--- config.mk ---
export PLATFORM = sky130hd
export DESIGN_NAME = clock_gen_top
export DESIGN_NICKNAME = d
export VERILOG_FILES = /design/src/clock_gen_top.v /design/src/tick_divider.v
export VERILOG_INCLUDE_DIRS = /design/src
export SDC_FILE = /design/constraint.sdc
export NUM_CORES = 1
export LEC_CHECK = 0
export BUFFER_PORTS_ARGS = -buffer_cell sky130_fd_sc_hd__buf_4
export CAP_MARGIN = 20
export CORE_AREA = 5 5 167 169
export CTS_BUF_LIST = sky130_fd_sc_hd__clkbuf_2
export DETAILED_ROUTE_END_ITERATION = 8
export DIE_AREA = 0 0 172 174
export GPL_ROUTABILITY_DRIVEN = 0
export PLACE_DENSITY = 0.53
export SLEW_MARGIN = 10
export SYNTH_ARGS = -nofsm -noshare
export SYNTH_HDL_FRONTEND = slang
export SYNTH_SLANG_ARGS = --single-unit
export TNS_END_PERCENT = 20
--- constraint.sdc ---
create_clock -name clk_sys -period 10.3 [get_ports clk_sys]
set_input_delay 2.06 -clock clk_sys [delete_from_list [all_inputs] [get_ports clk_sys]]
set_output_delay 2.06 -clock clk_sys [all_outputs]
set_load 0.1 [all_outputs]
--- src/clkgen_regs.vh ---
// Purpose: register map, field layout, reset values, limits and response codes of the master clock generator
// Assumes: AXI4-Lite with 32-bit data, one aligned word per register
// Notes:   included by clock_gen_top.v
`ifndef CLKGEN_REGS_VH
`define CLKGEN_REGS_VH

`define OFS_CLOCK_GEN_CONFIG   4'h0
`define OFS_SYSTEM_CONFIG_ONE  4'h4
`define OFS_CLOCK_STATUS       4'h8

`define SRC_LSB        0
`define SRC_MSB        1
`define IDIV_LSB       2
`define IDIV_MSB       3
`define ODIV_LSB       4
`define ODIV_MSB       7
`define MUL_LSB        8
`define MUL_MSB        12
`define BAND_LSB       13
`define BAND_MSB       14
`define HALVE_BIT      0

`define SRC_PLL        2'h3
`define BAND_RESERVED  2'h3
`define IDIV_MAX       2'h3
`define ODIV_MAX       4'he

`define RST_SRC        2'h0
`define RST_IDIV       2'h0
`define RST_ODIV       4'h0
`define RST_MUL        5'h00
`define RST_BAND       2'h0
`define RST_HALVE      1'h0

`define RESP_OKAY      2'h0
`define RESP_SLVERR    2'h2

`endif

--- src/clock_gen_top.v ---
// Purpose: master clock generation (bypass prescalers or PLL model), cpu and system clock enables
// Assumes: oscillator_input_pin synchronous to clk_sys and slower than clk_sys / 2
// Notes:   derived clocks are one-cycle enables; the PLL is a rate model limited to clk_sys
// Behaviour
// - source select field chooses bypass prescalers or phase locked loop
// - bypass: master rate is oscillator over (input divider+1)*(output divider+1)
// - bypass with both dividers zero: master clock follows oscillator level directly
// - input divider at most 3, output divider at most 14, ratio up to 60
// - select 11 enables PLL: oscillator times (mul+1) over both dividers
// - PLL: VCO output divided by output divider plus one gives master clock
// - VCO band 00,01,10 select ranges; reserved 11 must not be used
// - cpu clock runs at master rate or half, per cpu clock halve bit
// - system clock rate always equals cpu clock rate
`timescale 1ns/1ps
`default_nettype none
`include "clkgen_regs.vh"
module clock_gen_top (
	input  wire        clk_sys,
	input  wire        rst,
	input  wire        oscillator_input_pin,
	input  wire        s_axi_awvalid,
	output reg         s_axi_awready,
	input  wire [3:0]  s_axi_awaddr,
	input  wire        s_axi_wvalid,
	output reg         s_axi_wready,
	input  wire [31:0] s_axi_wdata,
	input  wire [3:0]  s_axi_wstrb,
	output reg         s_axi_bvalid,
	input  wire        s_axi_bready,
	output reg  [1:0]  s_axi_bresp,
	input  wire        s_axi_arvalid,
	output reg         s_axi_arready,
	input  wire [3:0]  s_axi_araddr,
	output reg         s_axi_rvalid,
	input  wire        s_axi_rready,
	output reg  [31:0] s_axi_rdata,
	output reg  [1:0]  s_axi_rresp,
	output reg         master_clock,
	output reg         master_tick,
	output reg         cpu_tick,
	output reg         sys_tick,
	output reg  [1:0]  vco_band
);
	reg  [1:0]  clock_source_select;
	reg  [1:0]  input_divider_value;
	reg  [3:0]  output_divider_value;
	reg  [4:0]  multiplier_value;
	reg         cpu_clock_halve;
	reg         osc_q;
	reg         osc_prev;
	reg  [15:0] period_count;
	reg  [15:0] osc_period;
	reg  [23:0] vco_acc;
	reg         vco_tick;
	reg  [1:0]  next_band;
	reg  [31:0] next_rdata;
	reg  [1:0]  next_rresp;
	wire        osc_rise;
	wire        pll_mode;
	wire        direct;
	wire [23:0] threshold;
	wire        in_tick;
	wire        out_src;
	wire        out_tick;
	wire        halve_tick;
	wire        wr_go;
	wire        rd_go;

	assign osc_rise = osc_q & ~osc_prev;
	assign pll_mode = (clock_source_select == `SRC_PLL);
	assign direct   = ~pll_mode && (input_divider_value == 2'h0) && (output_divider_value == 4'h0);
	// divider plus one is formed in three bits, so a divider of 3 cannot wrap to zero
	assign threshold = osc_period * {5'h00, {1'b0, input_divider_value} + 3'h1};
	assign wr_go = s_axi_awvalid & s_axi_wvalid & ~s_axi_bvalid & ~s_axi_awready;
	assign rd_go = s_axi_arvalid & ~s_axi_rvalid & ~s_axi_arready;

	// bypass input prescaler on oscillator edges
	tick_divider u_in_div (
		.clk_sys  (clk_sys),
		.rst      (rst),
		.tick_in  (osc_rise & ~pll_mode),
		.limit    ({2'h0, input_divider_value}),
		.tick_out (in_tick)
	);

	// output prescaler shared by both paths
	assign out_src = pll_mode ? vco_tick : in_tick;
	tick_divider u_out_div (
		.clk_sys  (clk_sys),
		.rst      (rst),
		.tick_in  (out_src),
		.limit    (output_divider_value),
		.tick_out (out_tick)
	);

	tick_divider u_cpu_div (
		.clk_sys  (clk_sys),
		.rst      (rst),
		.tick_in  (out_tick),
		.limit    ({3'h0, cpu_clock_halve}),
		.tick_out (halve_tick)
	);

	always @(posedge clk_sys) begin
		if (rst) begin
			osc_q        <= 1'b0;
			osc_prev     <= 1'b0;
			period_count <= 16'h0000;
			osc_period   <= 16'h0000;
		end else begin
			osc_q    <= oscillator_input_pin;
			osc_prev <= osc_q;
			if (osc_rise) begin
				osc_period   <= period_count + 16'h0001;
				period_count <= 16'h0000;
			end else if (period_count != 16'hffff) begin
				period_count <= period_count + 16'h0001;
			end
		end
	end

	// vco rate model: (mul+1) per clock against period*(idiv+1)
	// the rate follows the measured period, so it changes in one step when a new period is measured
	always @(posedge clk_sys) begin
		if (rst) begin
			vco_acc  <= 24'h000000;
			vco_tick <= 1'b0;
		end else if (!pll_mode || osc_period == 16'h0000) begin
			vco_acc  <= 24'h000000;
			vco_tick <= 1'b0;
		end else if (vco_acc >= threshold) begin
			// limitation: at most one vco tick per clk_sys, excess rate saturates
			if (vco_acc >= {threshold[22:0], 1'b0})
				vco_acc <= threshold;
			else
				vco_acc <= vco_acc - threshold + {19'h00000, multiplier_value} + 24'h000001;
			vco_tick <= 1'b1;
		end else begin
			vco_acc  <= vco_acc + {19'h00000, multiplier_value} + 24'h000001;
			vco_tick <= 1'b0;
		end
	end

	always @(posedge clk_sys) begin
		if (rst) begin
			master_clock <= 1'b0;
			master_tick  <= 1'b0;
			cpu_tick     <= 1'b0;
			sys_tick     <= 1'b0;
		end else begin
			// undivided bypass copies the oscillator level
			if (direct)
				master_clock <= osc_q;
			else if (out_tick)
				master_clock <= ~master_clock;
			master_tick <= out_tick;
			cpu_tick    <= halve_tick;
			sys_tick    <= halve_tick;
		end
	end

	always @* begin
		next_band = s_axi_wdata[`BAND_MSB:`BAND_LSB];
		// reserved band code is not stored
		if (next_band == `BAND_RESERVED)
			next_band = vco_band;
	end

	always @(posedge clk_sys) begin
		if (rst) begin
			clock_source_select  <= `RST_SRC;
			input_divider_value  <= `RST_IDIV;
			output_divider_value <= `RST_ODIV;
			multiplier_value     <= `RST_MUL;
			vco_band             <= `RST_BAND;
			cpu_clock_halve      <= `RST_HALVE;
			s_axi_awready        <= 1'b0;
			s_axi_wready         <= 1'b0;
			s_axi_bvalid         <= 1'b0;
			s_axi_bresp          <= `RESP_OKAY;
		end else begin
			s_axi_awready <= wr_go;
			s_axi_wready  <= wr_go;
			if (s_axi_bvalid && s_axi_bready)
				s_axi_bvalid <= 1'b0;
			if (wr_go) begin
				s_axi_bvalid <= 1'b1;
				s_axi_bresp  <= `RESP_OKAY;
				case (s_axi_awaddr)
				`OFS_CLOCK_GEN_CONFIG: begin
					if (s_axi_wstrb[0]) begin
						clock_source_select <= s_axi_wdata[`SRC_MSB:`SRC_LSB];
						input_divider_value <= s_axi_wdata[`IDIV_MSB:`IDIV_LSB];
						if (s_axi_wdata[`ODIV_MSB:`ODIV_LSB] > `ODIV_MAX)
							output_divider_value <= `ODIV_MAX;
						else
							output_divider_value <= s_axi_wdata[`ODIV_MSB:`ODIV_LSB];
					end
					if (s_axi_wstrb[1]) begin
						multiplier_value <= s_axi_wdata[`MUL_MSB:`MUL_LSB];
						vco_band         <= next_band;
					end
				end
				`OFS_SYSTEM_CONFIG_ONE: begin
					if (s_axi_wstrb[0])
						cpu_clock_halve <= s_axi_wdata[`HALVE_BIT];
				end
				`OFS_CLOCK_STATUS: begin
					s_axi_bresp <= `RESP_OKAY;
				end
				default: begin
					s_axi_bresp <= `RESP_SLVERR;
				end
				endcase
			end
		end
	end

	always @* begin
		next_rdata = 32'h00000000;
		next_rresp = `RESP_OKAY;
		case (s_axi_araddr)
		`OFS_CLOCK_GEN_CONFIG: begin
			next_rdata[`SRC_MSB:`SRC_LSB]   = clock_source_select;
			next_rdata[`IDIV_MSB:`IDIV_LSB] = input_divider_value;
			next_rdata[`ODIV_MSB:`ODIV_LSB] = output_divider_value;
			next_rdata[`MUL_MSB:`MUL_LSB]   = multiplier_value;
			next_rdata[`BAND_MSB:`BAND_LSB] = vco_band;
		end
		`OFS_SYSTEM_CONFIG_ONE: begin
			next_rdata[`HALVE_BIT] = cpu_clock_halve;
		end
		`OFS_CLOCK_STATUS: begin
			next_rdata[0]     = pll_mode;
			next_rdata[1]     = master_clock;
			next_rdata[31:16] = osc_period;
		end
		default: begin
			next_rresp = `RESP_SLVERR;
		end
		endcase
	end

	always @(posedge clk_sys) begin
		if (rst) begin
			s_axi_arready <= 1'b0;
			s_axi_rvalid  <= 1'b0;
			s_axi_rdata   <= 32'h00000000;
			s_axi_rresp   <= `RESP_OKAY;
		end else begin
			s_axi_arready <= rd_go;
			if (s_axi_rvalid && s_axi_rready)
				s_axi_rvalid <= 1'b0;
			if (rd_go) begin
				s_axi_rvalid <= 1'b1;
				s_axi_rdata  <= next_rdata;
				s_axi_rresp  <= next_rresp;
			end
		end
	end
endmodule // clock_gen_top
`default_nettype wire

--- src/tick_divider.v ---
// Purpose: divide a stream of one-cycle enable pulses by (limit + 1)
// Assumes: tick_in is a one-cycle pulse in the clk_sys domain
// Notes:   tick_out is registered, one cycle behind the pulse that completes the count
`timescale 1ns/1ps
`default_nettype none
module tick_divider (
	input  wire       clk_sys,
	input  wire       rst,
	input  wire       tick_in,
	input  wire [3:0] limit,
	output reg        tick_out
);
	reg [3:0] count;

	always @(posedge clk_sys) begin
		if (rst) begin
			count    <= 4'h0;
			tick_out <= 1'b0;
		end else begin
			tick_out <= 1'b0;
			if (tick_in) begin
				// a limit lowered below the running count still wraps at once
				if (count >= limit) begin
					count    <= 4'h0;
					tick_out <= 1'b1;
				end else begin
					count <= count + 4'h1;
				end
			end
		end
	end
endmodule // tick_divider
`default_nettype wire
==> run_results.csv, run 1 <==
group,metric,value,unit
run_status,status,"finished, final reports clean",
die,std_cell_rows,60,
finish,final_cell_mix,"dfxtp_1 (130), nor2_1 (122), nand2_1 (115), ha_1 (87), a21oi_1 (81)",
timing,fmax,146,MHz
cts,cts_hold_buffers,0,
synth,synth_ff_type,"dfxtp_1",
routing,dr.first_iter.drc_count,368,
critical_path,critPathArrivalTime,7.53,ns
global_route,globalRouteOverflowTotal,0,
routing,vias,8240,
cts,cts.path.max_buffers,2,
die,dieHeight,174,um
finish,final_common_cell,"dfxtp_1",
synth,yosys_warnings,0,
routing,via_per_inst,5.24,
routing,antenna_left,0,
timing,skew,0.0674,ns
finish,drive_above_1_share,11.2,%
die,die_w,172,um
power,leakage,0.00445,uW
routing,wl_per_cell,15.0,um
critical_path,cp-start-kind,"flop",
critical_path,cp.required,10.97,ns
global_route,antenna_found_initial,1,
power,p_per_area,90.7,nW/um2
die,coreArea,26400,um2
power,pwr-share-comb,11.1,%
timing,finalCritPeriodShare,66.6,%
power,switching_share,34.3,%
synth,synth_cell_type_count,77,
die,ios,99,
synth,syn_inst,1169,
finish,fin_nets,1378,
synth,synth_area_leader_cell,"dfxtp_1",
cts,cts_max_level,4,
min_path,min_path_type,"flop to flop",
routing,wirelength,23.5,mm
global_route,track_usage,16.0,%
synth,avgSynthCellArea,8.14,um2
synth,synth-edff-count,0,
flow_run,max-cap-violations,0,
timing,tns,0,ns
placed_design,portBuffers,76,
timing,max-slew-margin-rel,38.7,%
cts,cts_setup_buffers,0,
timing,finalSetupViolCount,0,
critical_path,endpoint_kind,"flop",
global_route,grt_pass1_wl,39.9,mm
cts,clk_latency,0.75,ns
power,pwr-share-seq,53.5,%
synth,synthTopCellsByArea,"dfxtp_1 (27%), ha_1 (11%), nor2_1 (4.8%)",
power,p_int,631,uW
placed_design,dpl.hpwl,17.9,mm
timing,worst_slew_pin_slew,0.918,ns
timing,rsz0062_at_grt,"false",
cts,cts_root_buf,"clkbuf_2",
die,dieArea,29900,um2
timing,fin_crit,6.86,ns
power,ir_worst_vdd,0.0574,mV
power,clockPowerShare,35.4,%
routing,drcViolationCount,0,
critical_path,path_max_fanout,16,
global_route,grt_max_degree,71,
synth,synth.top_cell.area_share,27.4,%
finish,synthToLayoutAreaGrowth,11.3,%
cts,cts_sinks,130,
timing,finalHoldViolCount,0,
synth,synth_seq_area_share,27.4,%
synth,async_flop_share,0,%
power,switching_power,330,uW
timing,maxSlewViolCount,0,
die,start_util,36.0,%
cts,cts-resized-gates,0,
cts,cts_tree,"yes",
critical_path,criticalPathCategory,"flop to flop",
cts,cts_made_buffers,17,
routing,first_pass_iters,5,
timing,holdWs,0.490,ns
global_route,grt_pass1_vias,7876,
cts,clk_pin_slew_worst_paths,0.31,ns
synth,synth_area,9510,um2
synth,ys_ff_latch,130,
-- worst paths after layout --
check	start	end	slack [ns]	depth (start not counted)
hold / removal	u_cpu_div.count[2]	u_cpu_div.count[2]	0.49	2
hold reg to reg	u_cpu_div.count[2]	u_cpu_div.count[2]	0.49	2
setup / recovery	input_divider_value[0]	vco_acc[17]	3.44	21
setup reg to reg	input_divider_value[0]	vco_acc[17]	3.44	21
-- synthesized netlist by cell type, drive strengths merged (15+ instances only) --
library cell	instances
nor4	17
ha	87
xnor2	47
fa	22
a21o	15
inv	74
nand2b	19
nor2b	16
dfxtp	130
a21oi	81
nand2	115
nor2	123
o21ai	65
xor2	31
and2	19
clkbuf	39
mux2i	20
a22oi	31
nor3	17
nand3	33
-- per-layer routing --
layer / GRT usage (%) / up-vias / wire length (um)
met4: 3.67 / 0 / 229
met1: 22.8 / 3912 / 11900
met3: 2.57 / 19 / 670
met2: 25.5 / 98 / 10800
met5: 0 / - / 0
li1: - / 4211 / -
-- worst max-delay path, cell delays in order (launching register included) --
cell       delay, ns
dfxtp_1         0.54
inv_1           0.28
ha_1            0.57
and2_1          0.27
fa_1            0.51
ha_1            0.21
inv_1           0.07
fa_1            0.40
nand2b_1        0.18
a21o_1          0.22
nand2_1         0.09
xnor2_1         0.13
ha_1            0.24
fa_1            0.40
a2111oi_0       0.53
nor4_1          0.11
a221oi_1        0.36
o21ai_1         0.15
a2111oi_1       0.68
or3_1           0.53
a21oi_1         0.09
a221oi_1        0.25
-- logic make-up (layout without fill, tap and decap cells) --
group / Yosys count / after routing / synth area share, %
muxes: 31 / 31 / 3.41
DFF: 130 / 130 / 27.4
buffers and inverters: 125 / 184 / 5.18
other: 1 / 4 / 0.0394
AOI/OAI and AO/OA: 284 / 284 / 19.7
and+or+nand+nor: 410 / 410 / 20.8
xor gates and xnor gates: 79 / 79 / 7.42
adders and majority gates: 109 / 109 / 16.1
-- through the flow --
stage	power, uW	cell area (um2)	utilization, %	setup WS (ns)	std cells
after global placement	631	10300	39.1	3.38	1539
after CTS	984	10600	40.1	3.38	1571
final	961	10600	40.1	3.44	1572
after floorplan	600	9520	-	4.47	1171
after global routing	1010	10600	40.1	2.77	1572
after detailed placement	631	10300	39.1	3.41	1539
-- flip-flops by register name (all words and copies together) (netlist names), 4 cells and up --
name,flops
period_count,16
multiplier_value,5
u_out_div.count,4
output_divider_value,4
u_cpu_div.count,4
u_in_div.count,4
vco_acc,24
osc_period,16
s_axi_rdata,31
-- cell type report --
class	count	area (um2)
tap	341	427
timing repair buffer	78	586
antenna	1	2.50
sequential	130	2600
clock inverter	15	180
clock buffer	17	85.1
fill	2752	15800
inverter	74	278
multi-input combinational	916	6430
-- power by group through the flow --
stage	Clock [uW]	Combinational, uW	Sequential, uW
after floorplan	0	63.8	536
after global placement	0	107	523
after detailed placement	0	107	523
after CTS	361	108	515
after global routing	381	118	516
final	340	106	514
No activity file was read; power rests on OpenSTA's default activity.
==> run 2: changes to the inputs <==
==> constraint.sdc (replaced) <==
create_clock -name clk_sys -period 7.05 [get_ports clk_sys]
set_input_delay 1.41 -clock clk_sys [delete_from_list [all_inputs] [get_ports clk_sys]]
set_output_delay 1.41 -clock clk_sys [all_outputs]
set_load 0.1 [all_outputs]
==> run_results.csv, run 2 (synthesis gave the netlist of run 1 again) <==
group,metric,value,unit
timing,finalHoldViolCount,0,
timing,worst_slew_pin_slew,0.917,ns
die,std_cell_rows,60,
run_status,status,"finished, final reports clean",
finish,synthToLayoutAreaGrowth,12.5,%
critical_path,path_max_fanout,8,
die,dieArea,29900,um2
critical_path,cp_slowest_cell,"a2111oi_1",
power,p_per_area,132,nW/um2
placed_design,portBuffers,76,
finish,stdcell_count,1584,
cts,cts_root_buf,"clkbuf_2",
finish,fin_area,10700,um2
power,pwr-share-seq,53.4,%
die,ios,99,
cts,cts_hold_buffers,0,
placed_design,dpl.hpwl,18.0,mm
critical_path,path_delay_family,"adder cells",
cts,cts_made_buffers,17,
routing,vias,8153,
critical_path,path_buf_inv,3,
critical_path,criticalPathCategory,"flop to flop",
finish,fin_nets,1390,
finish,final_cell_mix,"dfxtp_1 (130), nor2_1 (122), nand2_1 (115), buf_4 (89), ha_1 (86)",
cts,cts_max_level,4,
global_route,top_usage_layer,"met2",
timing,skew,0.0580,ns
critical_path,path_cells,"inv_1, ha_1, and2_1, fa_1, ha_1, inv_1, fa_1, nand2b_1, a21o_1, nand2_1, xnor2_1, ha_1, fa_1, a2111oi_0, nor4_1, a221oi_1, o21ai_1, a2111oi_1, or3_1, buf_4, nand2_1, and3_1",
die,dieHeight,174,um
timing,rsz0062_at_grt,"false",
cts,cts.path.max_buffers,2,
placed_design,post_dp_cell_area,10400,um2
critical_path,critPathArrivalTime,7.15,ns
timing,max-slew-margin-rel,38.9,%
cts,clk_latency,0.74,ns
power,p_int,924,uW
power,switching_power,484,uW
finish,reg_top3,"s_axi_rdata: 31 flops, vco_acc: 24 flops",
cts,clk_pin_slew_worst_paths,0.30,ns
power,ir_worst_vdd,0.0819,mV
routing,wl_per_cell,15.0,um
finish,fillers,2762,
timing,finalCritPeriodShare,92.3,%
timing,fmax,154,MHz
critical_path,cp.required,7.69,ns
placed_design,dpl.cell_count,1551,
critical_path,max_stage_delay,0.68,ns
global_route,track_usage,16.1,%
routing,antenna_left,0,
cts,cts_setup_buffers,0,
routing,drcViolationCount,0,
routing,first_pass_iters,7,
critical_path,cp-start-kind,"flop",
timing,maxSlewViolCount,0,
global_route,grt_pass1_wl,39.8,mm
global_route,grt_use_met1,23.3,%
finish,final_common_cell,"dfxtp_1",
global_route,met2_usage,25.1,%
cts,cts_sinks,130,
global_route,globalRouteOverflowTotal,0,
flow_run,max-cap-violations,0,
routing,wirelength,23.7,mm
cts,cts_tree,"yes",
timing,finalSetupViolCount,0,
finish,largest_reg_flops,31,
power,switching_share,34.4,%
global_route,grt_pass1_vias,7851,
min_path,min_path_type,"flop to flop",
power,pwr-share-comb,11.4,%
power,clockPowerShare,35.3,%
timing,tns,0,ns
routing,via_per_inst,5.15,
routing,dr.first_iter.drc_count,333,
power,leakage,0.00451,uW
finish,regMostFlops,"s_axi_rdata",
cts,cts-resized-gates,0,
global_route,grt_max_degree,71,
global_route,grt_use_met3,2.18,%
die,start_util,36.0,%
die,die_w,172,um
global_route,antenna_found_initial,1,
die,coreArea,26400,um2
finish,drive_above_1_share,12.2,%
timing,fin_crit,6.51,ns
critical_path,endpoint_kind,"flop",
run 2: power groups by stage:
stage	Clock [uW]	Sequential [uW]	Combinational, uW
final	496	751	160
after global placement	0	765	161
after floorplan	0	783	93.2
after global routing	552	753	176
after CTS	527	752	162
after detailed placement	0	765	161
run 2: final timing paths:
| check | from | to | slack [ns] | cells after the start |
|---|---|---|---|---|
| min reg2reg | u_cpu_div.count[2] | u_cpu_div.count[2] | 0.50 | 2 |
| min | u_cpu_div.count[2] | u_cpu_div.count[2] | 0.50 | 2 |
| max reg2reg | input_divider_value[0] | vco_acc[13] | 0.54 | 22 |
| max | input_divider_value[0] | vco_acc[13] | 0.54 | 22 |
run 2: stage by stage:
stage	power [uW]	hold slack [ns]	worst slack [ns]	util [%]
after floorplan	876	0.414	1.22	-
after global placement	926	0.426	0.604	39.5
after detailed placement	925	0.436	0.564	39.5
after CTS	1440	0.497	0.542	40.5
after global routing	1480	0.524	0.0703	40.5
final	1410	0.498	0.545	40.5
run 2: worst min-delay path: cells and delay by family, from the launching register on:
kind / cells / cell delay (ns)
DFF: 1 / 0.38
and+or+nand+nor: 1 / 0.06
AOI/OAI and AO/OA: 1 / 0.06
run 2: area by class of cell:
type / count / area (um2) / share of cell area [%]
Antenna cell: 1 / 2.50 / 0.0234
Clock buffer: 17 / 85.1 / 0.795
Clock inverter: 15 / 181 / 1.70
Inverter: 74 / 278 / 2.60
Multi-Input combinational cell: 916 / 6430 / 60.1
Sequential cell: 130 / 2600 / 24.3
Tap cell: 341 / 427 / 3.99
Timing Repair Buffer: 90 / 688 / 6.43
run 2: routing by layer:
layer | vias to the layer above | wire length [um]
met4 | 0 | 279
li1 | 4231 | -
met2 | 86 | 10700
met1 | 3814 | 12300
met3 | 22 | 542
met5 | - | 0
